**src/hdl/mia_pkg.sv**
```systemverilog
package mia_pkg;
   // Image lengths in bytes and set identities
   localparam int FULL_LEN = 41;
   localparam int EXT_LEN = 68;
   localparam logic [7:0] FULL_INST = 8'h74;
   localparam logic [7:0] EXT_INST = 8'h72;
   localparam int IMG_BITS = EXT_LEN * 8;
   localparam int CNT_W = 7;
   // Byte offsets of the full monitoring set
   localparam int OFS_STATUS = 0;
   localparam int OFS_CUR_A = 2;
   localparam int OFS_CUR_B = 4;
   localparam int OFS_CUR_C = 6;
   localparam int OFS_FIELD = 8;
   localparam int OFS_CUR_AVG = 10;
   localparam int OFS_V12 = 12;
   localparam int OFS_V23 = 14;
   localparam int OFS_V31 = 16;
   localparam int OFS_VAVG_FULL = 18;
   localparam int OFS_POWER = 20;
   localparam int OFS_VIMB = 24;
   localparam int OFS_CIMB = 25;
   // Byte offsets of the extended set tail
   localparam int OFS_VAVG_EXT = 20;
   localparam int OFS_CARDS = 22;
   localparam int NUM_CARDS = 8;
   localparam int OFS_ANALOG = 30;
   localparam int ANALOG_WORDS = 19;
   // Register word addresses
   localparam logic [2:0] REG_CTRL = 3'h0;
   localparam logic [2:0] REG_STATUS = 3'h1;
   localparam logic [2:0] REG_SCALE = 3'h2;
   localparam logic [2:0] REG_IRQ_STAT = 3'h3;
   localparam logic [2:0] REG_IRQ_EN = 3'h4;
   localparam logic [2:0] REG_IRQ_CLR = 3'h5;
   // Field positions
   localparam int CTRL_START = 0;
   localparam int CTRL_EXT = 1;
   localparam int IRQ_DONE = 0;
   localparam int IRQ_REFUSED = 1;
   localparam int STAT_BUSY = 0;
   localparam int STAT_EXT = 1;
   localparam int STAT_INST = 8;
   localparam int STAT_CNT = 16;
   // Reset values
   localparam logic [15:0] SCALE_RST = 16'h0001;
   localparam logic [1:0] IRQ_EN_RST = 2'h0;

   typedef enum logic [0:0] {
      ST_IDLE = 1'b0,
      ST_SEND = 1'b1
   } mia_state_type;

   typedef struct packed {
      mia_state_type state;
      logic ext;
      logic sel_ext;
      logic [CNT_W-1:0] count;
      logic [IMG_BITS-1:0] img;
      logic [15:0] scale;
      logic [1:0] irq_stat;
      logic [1:0] irq_en;
      logic ack;
      logic [31:0] rdata;
   } mia_regs_type;
endpackage : mia_pkg

```
**src/hdl/mia_framer.sv**
```systemverilog
// The implementer's own choices: the register offsets and the Avalon-MM register port.
`timescale 1ns/1ps
`default_nettype none
module mia_framer (
   input wire logic ref_clk_i,
   input wire logic arst_n_i,
   // Avalon-MM slave, word addressed
   input wire logic [2:0] avs_address_i,
   input wire logic avs_read_i,
   input wire logic avs_write_i,
   input wire logic [31:0] avs_writedata_i,
   input wire logic [3:0] avs_byteenable_i,
   output logic [31:0] avs_readdata_o,
   output logic avs_waitrequest_o,
   output logic irq_o,
   // Frame request from the network side, one-cycle pulse
   input wire logic start_i,
   // Measurement values, same clock domain
   input wire logic faulted_i,
   input wire logic warning_i,
   input wire logic [2:0] relay_outputs_i,
   input wire logic [3:0] relay_inputs_i,
   input wire logic run_state_one_i,
   input wire logic run_state_two_i,
   input wire logic network_control_active_i,
   input wire logic inhibited_i,
   input wire logic ready_i,
   input wire logic at_reference_speed_i,
   input wire logic [2:0][15:0] phase_current_i,
   input wire logic [15:0] field_input_states_i,
   input wire logic [15:0] voltage_l1_l2_i,
   input wire logic [15:0] voltage_l2_l3_i,
   input wire logic [15:0] voltage_l3_l1_i,
   input wire logic [15:0] mean_line_voltage_i,
   input wire logic [31:0] real_power_i,
   input wire logic [7:0] voltage_imbalance_pct_i,
   input wire logic [7:0] current_imbalance_pct_i,
   input wire logic [mia_pkg::NUM_CARDS-1:0][7:0] card_inputs_i,
   input wire logic [mia_pkg::ANALOG_WORDS-1:0][15:0] analog_words_i,
   // Byte stream out
   output logic tx_valid_o,
   input wire logic tx_ready_i,
   output logic [7:0] tx_data_o,
   output logic tx_first_o,
   output logic tx_last_o
);
   import mia_pkg::*;

   mia_regs_type s;
   mia_regs_type next_s;

   logic [2:0][31:0] cur_prod;
   logic [17:0] cur_sum;
   logic [15:0] cur_mean;
   logic [31:0] mean_prod;
   logic [15:0] packed_status_word;
   logic [CNT_W-1:0] last_idx;
   logic bus_req;
   logic bus_take;
   logic wr_take;
   logic byte_take;
   logic at_last;
   logic [31:0] status_word;
   wire logic [15:0] scale_wr;
   wire logic [IMG_BITS-1:0] img_full;
   wire logic [IMG_BITS-1:0] img_ext;

   genvar g;

   // A request is taken while ack is low and answered while ack is high
   assign bus_req = avs_read_i | avs_write_i;
   assign bus_take = bus_req & ~s.ack;
   assign wr_take = avs_write_i & s.ack;

   // A byte leaves on every edge where the sink is ready during a frame
   assign byte_take = (s.state == ST_SEND) & tx_ready_i;

   // Each byte lane of the scale word is written on its own
   generate
      for (g = 0; g < 2; g++) begin : g_lane
         assign scale_wr[g*8 +: 8] = avs_byteenable_i[g] ? avs_writedata_i[g*8 +: 8]
                                                          : s.scale[g*8 +: 8];
      end
   endgenerate

   // Status view; the byte index shows how far the running frame has got
   always_comb begin : status_view
      status_word = 32'h0000_0000;
      status_word[STAT_BUSY] = (s.state == ST_SEND);
      status_word[STAT_EXT] = s.ext;
      status_word[STAT_INST +: 8] = s.ext ? EXT_INST : FULL_INST;
      status_word[STAT_CNT +: CNT_W] = s.count;
   end : status_view

   // Scaling keeps the low 16 bits; software picks a factor that cannot overflow
   generate
      for (g = 0; g < 3; g++) begin : g_phase
         assign cur_prod[g] = phase_current_i[g] * s.scale;
         assign img_full[(OFS_CUR_A+2*g)*8 +: 8] = cur_prod[g][7:0];
         assign img_full[(OFS_CUR_A+2*g+1)*8 +: 8] = cur_prod[g][15:8];
      end
   endgenerate

   // Mean is taken before scaling so the three truncations do not add up
   assign cur_sum = 18'(phase_current_i[0]) + 18'(phase_current_i[1])
                  + 18'(phase_current_i[2]);
   assign cur_mean = 16'(cur_sum / 18'd3);
   assign mean_prod = cur_mean * s.scale;

   assign packed_status_word = {
      at_reference_speed_i,
      ready_i,
      inhibited_i,
      1'b0,
      relay_outputs_i[2],
      network_control_active_i,
      run_state_two_i,
      run_state_one_i,
      relay_inputs_i,
      relay_outputs_i[1],
      relay_outputs_i[0],
      warning_i,
      faulted_i
   };

   assign last_idx = s.ext ? CNT_W'(EXT_LEN - 1) : CNT_W'(FULL_LEN - 1);
   assign at_last = (s.count == last_idx);

   // Full monitoring image, every multi-byte field low byte first
   assign img_full[OFS_STATUS*8 +: 8] = packed_status_word[7:0];
   assign img_full[(OFS_STATUS+1)*8 +: 8] = packed_status_word[15:8];

   assign img_full[OFS_FIELD*8 +: 8] = field_input_states_i[7:0];
   assign img_full[(OFS_FIELD+1)*8 +: 8] = field_input_states_i[15:8];

   assign img_full[OFS_CUR_AVG*8 +: 8] = mean_prod[7:0];
   assign img_full[(OFS_CUR_AVG+1)*8 +: 8] = mean_prod[15:8];

   assign img_full[OFS_V12*8 +: 8] = voltage_l1_l2_i[7:0];
   assign img_full[(OFS_V12+1)*8 +: 8] = voltage_l1_l2_i[15:8];
   assign img_full[OFS_V23*8 +: 8] = voltage_l2_l3_i[7:0];
   assign img_full[(OFS_V23+1)*8 +: 8] = voltage_l2_l3_i[15:8];
   assign img_full[OFS_V31*8 +: 8] = voltage_l3_l1_i[7:0];
   assign img_full[(OFS_V31+1)*8 +: 8] = voltage_l3_l1_i[15:8];

   assign img_full[OFS_VAVG_FULL*8 +: 8] = mean_line_voltage_i[7:0];
   assign img_full[(OFS_VAVG_FULL+1)*8 +: 8] = mean_line_voltage_i[15:8];

   assign img_full[OFS_POWER*8 +: 8] = real_power_i[7:0];
   assign img_full[(OFS_POWER+1)*8 +: 8] = real_power_i[15:8];
   assign img_full[(OFS_POWER+2)*8 +: 8] = real_power_i[23:16];
   assign img_full[(OFS_POWER+3)*8 +: 8] = real_power_i[31:24];

   assign img_full[OFS_VIMB*8 +: 8] = voltage_imbalance_pct_i;
   assign img_full[OFS_CIMB*8 +: 8] = current_imbalance_pct_i;

   // Fields past the imbalance bytes are not produced here and go out as zero
   assign img_full[IMG_BITS-1:(OFS_CIMB+1)*8] = '0;

   // Extended image tail; the head of that set is not produced here
   assign img_ext[OFS_VAVG_EXT*8-1:0] = '0;
   assign img_ext[OFS_VAVG_EXT*8 +: 8] = mean_line_voltage_i[7:0];
   assign img_ext[(OFS_VAVG_EXT+1)*8 +: 8] = mean_line_voltage_i[15:8];

   // Card one lands in the low byte of the first word
   generate
      for (g = 0; g < NUM_CARDS; g++) begin : g_card
         assign img_ext[(OFS_CARDS+g)*8 +: 8] = card_inputs_i[g];
      end
   endgenerate

   generate
      for (g = 0; g < ANALOG_WORDS; g++) begin : g_analog
         assign img_ext[(OFS_ANALOG+2*g)*8 +: 8] = analog_words_i[g][7:0];
         assign img_ext[(OFS_ANALOG+2*g+1)*8 +: 8] = analog_words_i[g][15:8];
      end
   endgenerate

   always_comb begin : comb
      logic [IMG_BITS-1:0] img;
      logic [31:0] rd;
      logic start_req;
      logic sel;
      logic [1:0] clr;
      logic [1:0] evt;
      img = '0;
      rd = 32'h0000_0000;
      start_req = start_i;
      sel = s.sel_ext;
      clr = 2'h0;
      evt = 2'h0;
      next_s = s;

      // Answer one cycle after the request appears, so every access has one wait state
      next_s.ack = bus_take;

      unique case (avs_address_i)
         REG_CTRL: begin
            // Start is a strobe and always reads back as zero
            rd[CTRL_EXT] = s.sel_ext;
         end
         REG_STATUS: begin
            rd = status_word;
         end
         REG_SCALE: begin
            rd[15:0] = s.scale;
         end
         REG_IRQ_STAT: begin
            rd[1:0] = s.irq_stat;
         end
         REG_IRQ_EN: begin
            rd[1:0] = s.irq_en;
         end
         REG_IRQ_CLR: begin
            // Write-only
            rd = 32'h0000_0000;
         end
         default: begin
            rd = 32'h0000_0000;
         end
      endcase

      // Read data is caught when the request is taken and held through the answer
      if (bus_take) begin
         next_s.rdata = rd;
      end

      if (wr_take) begin
         unique case (avs_address_i)
            REG_CTRL: begin
               if (avs_byteenable_i[0]) begin
                  sel = avs_writedata_i[CTRL_EXT];
                  next_s.sel_ext = sel;
                  start_req = start_req | avs_writedata_i[CTRL_START];
               end
            end
            REG_SCALE: begin
               next_s.scale = scale_wr;
            end
            REG_IRQ_EN: begin
               if (avs_byteenable_i[0]) begin
                  next_s.irq_en = avs_writedata_i[1:0];
               end
            end
            REG_IRQ_CLR: begin
               if (avs_byteenable_i[0]) begin
                  clr = avs_writedata_i[1:0];
               end
            end
            default: begin
               clr = 2'h0;
            end
         endcase
      end

      // Both images are always built; the selection only picks which one is caught
      img = sel ? img_ext : img_full;

      unique case (s.state)
         ST_IDLE: begin
            if (start_req) begin
               // Whole image captured in one cycle so no field can tear
               next_s.img = img;
               next_s.ext = sel;
               next_s.count = '0;
               next_s.state = ST_SEND;
            end
         end
         ST_SEND: begin
            // A request mid-frame is dropped, not queued
            evt[IRQ_REFUSED] = start_req;
            if (byte_take) begin
               next_s.img = s.img >> 8;
               next_s.count = s.count + 1'b1;
               if (at_last) begin
                  next_s.state = ST_IDLE;
                  next_s.count = '0;
                  evt[IRQ_DONE] = 1'b1;
               end
            end
         end
      endcase

      // Set wins over a clear in the same cycle
      next_s.irq_stat = (s.irq_stat & ~clr) | evt;
   end : comb

   always_ff @(posedge ref_clk_i or negedge arst_n_i) begin
      if (!arst_n_i) begin
         s.state <= ST_IDLE;
         s.ext <= 1'b0;
         s.sel_ext <= 1'b0;
         s.count <= '0;
         s.img <= '0;
         s.scale <= SCALE_RST;
         s.irq_stat <= 2'h0;
         s.irq_en <= IRQ_EN_RST;
         s.ack <= 1'b0;
         s.rdata <= 32'h0000_0000;
      end else begin
         s <= next_s;
      end
   end

   assign avs_waitrequest_o = (avs_read_i | avs_write_i) & ~s.ack;
   assign avs_readdata_o = s.rdata;
   assign irq_o = |(s.irq_stat & s.irq_en);
   assign tx_valid_o = (s.state == ST_SEND);
   assign tx_data_o = s.img[7:0];
   assign tx_first_o = tx_valid_o & (s.count == '0);
   assign tx_last_o = tx_valid_o & (s.count == last_idx);
endmodule : mia_framer
`default_nettype wire

```
**config.mk**
```make
export PLATFORM = sky130hd
export DESIGN_NAME = mia_framer
export DESIGN_NICKNAME = d
export VERILOG_FILES = /design/src/hdl/mia_pkg.sv /design/src/hdl/mia_framer.sv
export SDC_FILE = /design/constraint.sdc
export NUM_CORES = 2
export LEC_CHECK = 0
export ABC_AREA = 1
export BUFFER_PORTS_ARGS = -buffer_cell sky130_fd_sc_hd__buf_2
export CORE_MARGIN = 8
export CORE_UTILIZATION = 30
export DETAILED_ROUTE_END_ITERATION = 8
export GPL_TIMING_DRIVEN = 0
export PLACE_DENSITY_LB_ADDON = 0.12
export SKIP_CTS_REPAIR_TIMING = 1
export SLEW_MARGIN = 40
export SYNTH_ARGS = -nofsm -noshare
export SYNTH_HDL_FRONTEND = slang
export SYNTH_SLANG_ARGS = --single-unit
```
**constraint.sdc**
```tcl
create_clock -name ref_clk_i -period 6 [get_ports ref_clk_i]
set_clock_uncertainty 0.1 [all_clocks]
set_input_delay 0.9 -clock ref_clk_i [delete_from_list [all_inputs] [get_ports ref_clk_i]]
set_output_delay 0.9 -clock ref_clk_i [all_outputs]
set_load 0.02 [all_outputs]
```
==> flow_summary.ini <==
[outcome]
outcome = finished with violations
failed_checks = setup timing

[routing]
vias = 43105
avgViaCountPerCell = 4.84
ant_nets = 0
first_iter_violations = 3060
first_pass_iters = 6
drc = 0
wl_per_cell_um = 22.1
wl_um = 197000

[clock_network]
cts_tree = built
clk_latency_ns = 0.66
clockBufferDepth = 3
cts-root-buf = clkbuf_16
cts_sinks = 598
htree_levels = 3
cts-buffers-inserted = 74
cts.clk_slew.worst_paths_ns = 0.06

[floorplanning]
core_area_mm2 = 0.152
num_io_pins = 649
die_h_um = 407
start_util_pct = 30.2
dieArea_mm2 = 0.166
die_w_um = 407
fp-row-count = 143

[synth]
ys_ff_latch = 598
ys.flop_type = dfrtp_1
ys_warn_count = 0
async_flop_share_pct = 100
ys_seq_area_share_pct = 32.6
ys_types = 57
postSynthAreaPerCell_um2 = 7.68
synth_area_mm2 = 0.0459
synthCells = 5979
synth_edf_count = 0

[worst_setup_path]
path_class = in2reg
cp_max_fo = 6
crit_path_max_incr_delay_ns = 0.54
cp.arrival_ns = 12.33
slowest_stage = fa_1
end_kind = register
reg2reg_to = s[116]$_DFFE_PN0P_
cp_common_cell = nand2_2
critPathBufInv = 9
start_kind = primary input
worstRegToRegCells = 22
crit_cells = 84
rr_startpoint = s[42]$_DFFE_PN0P_
cpLargestDelayFamily = simple AND/OR/NAND/NOR gates
ff2ff_setup_slack_ns = -0.62
required_ns = 6.49

[sta]
finalCritPeriodShare_pct = 197
maxSlewViolCount = 0
tightest_slew_ns = 0.896
fmax_mhz = 84.4
finalHoldViolCount = 0
setup_viol = 19
min_period_ns = 11.85
rsz0062_at_grt = true
fin_ws_ns = -5.85
timing.slew.headroom_pct = 40.3

[global_route]
antenna_found_initial = 98
grt_usage_pct = 22.8
grt_max_degree = 96
grt-ovfl-total = 0
grt_pass1_wl_um = 287000
grt_pass1_vias = 44507

[final_layout]
layout-drive-gt1-share_pct = 18.2
layout_common_cells = nand2_1, inv_1, buf_2
fin_nets = 7926
area_growth_pct = 23.8
fin_cells = 8913
final_common_cell = nand2_1
fill_cells = 16318

[hold_path]
min_from = s[248]$_DFFE_PN0P_
hold_class = reg2reg
whs_path_depth = 2
hold_end = s[248]$_DFFE_PN0P_

[place]
dpl.hpwl_um = 159000
port_buffers = 615
dp_cells = 8641
place_congestion = 0.907

[flow_run]
drv_cap = 0
==> metal layers <==
| metal | up-vias | share of wire (%) | GRT usage (%) |
|---|---|---|---|
| met5 | - | 0.11 | 0 |
| met4 | 32 | 3.2 | 6.60 |
| met3 | 323 | 6.2 | 4.19 |
| met2 | 1219 | 49 | 39.5 |
| met1 | 21099 | 42 | 28.9 |
| li1 | 20432 | - | - |
==> registers in the layout, summed over array words and instances (netlist names) <==
register,flops
tx_data_o,8
tx_valid_o,1
s,566
avs_readdata_o,23
==> layout make-up <==
class / count / area, um2 / area share [%]
diodes: 53 / 133 / 0.233
plain buffers: 416 / 2180 / 3.83
clock buffers: 105 / 2190 / 3.85
clock inverters: 30 / 393 / 0.691
inverters: 958 / 3630 / 6.39
multi-input cells: 4010 / 26700 / 47.0
flip-flops and latches: 598 / 15000 / 26.3
well taps: 2030 / 2540 / 4.47
repair buffers: 713 / 4120 / 7.24
==> cells in the mapped netlist (all sizes together), types with 2 or more instances <==
| cell | count | share of area [%] |
|---|---|---|
| a21oi | 350 | 3.9 |
| a221oi | 2 | 0.038 |
| a22o | 2 | 0.038 |
| a22oi | 21 | 0.34 |
| a31o | 2 | 0.038 |
| a31oi | 228 | 3.1 |
| and3 | 2 | 0.027 |
| buf | 80 | 1.0 |
| clkbuf | 341 | 2.8 |
| clkinv | 2 | 0.019 |
| dfrtp | 597 | 33 |
| fa | 337 | 15 |
| ha | 214 | 5.8 |
| inv | 956 | 7.8 |
| nand2 | 1330 | 11 |
| nand3 | 419 | 4.7 |
| nand3b | 6 | 0.098 |
| nand4 | 5 | 0.068 |
| nor2 | 494 | 4.1 |
| nor3 | 10 | 0.11 |
| o211ai | 4 | 0.065 |
| o21ai | 395 | 4.4 |
| o21bai | 3 | 0.082 |
| o221ai | 2 | 0.038 |
| o22ai | 25 | 0.34 |
| o31ai | 8 | 0.13 |
| or2 | 2 | 0.027 |
| xnor2 | 62 | 1.2 |
| xor2 | 71 | 1.4 |
==> tightest hold or removal path, stage by stage, from the launching register on <==
cell and delay [ns]:
dfrtp_1 0.33, nand2_1 0.05, o21ai_0 0.06
==> cell families (layout without fill, tap and decap cells) <==
logic type	Yosys count	in the layout	share of synthesized area, %
adder cells (fa/ha/maj)	551	551	20.5
buffers and inverters	1379	2222	11.6
flip-flops	598	598	32.6
AO/OA/AOI/OAI	1046	1046	12.5
other	1	62	0.00816
AND/OR/NAND/NOR	2270	2270	20.2
multiplexers	1	1	0.0245
XOR/XNOR	133	133	2.54
==> how the worst max path moves through the flow <==
stage                              startpoint                        endpoint
after floorplan            phase_current_i[1]              s[148]$_DFFE_PN0P_
final                     phase_current_i[11]              s[148]$_DFFE_PN0P_
after global routing      phase_current_i[33]              s[148]$_DFFE_PN0P_
after CTS                  phase_current_i[0]              s[148]$_DFFE_PN0P_
after global placement               arst_n_i  avs_readdata_o[11]$_DFFE_PN0P_
after detailed placement   phase_current_i[0]              s[148]$_DFFE_PN0P_
==> stage by stage <==
stage               hold slack (ns)  utilization, %  cell area, um2  TNS [ns]  worst slack, ns
floorplan                     0.348               -           46200    -67.58            -5.73
CTS                         -0.0904            36.0           54700   -108.13            -7.64
detailed placement            0.365            34.3           52100   -120.22            -8.33
finish                        0.377            37.4           56900    -67.81            -5.85
global route                  0.342            37.3           56800    -78.65            -6.53
global placement              0.360            34.1           51800  -5973.36            -9.95
Power is left out: the tool's default activity adds up to more than one toggle a clock period on the data nets, which glitch-free logic cannot reach.
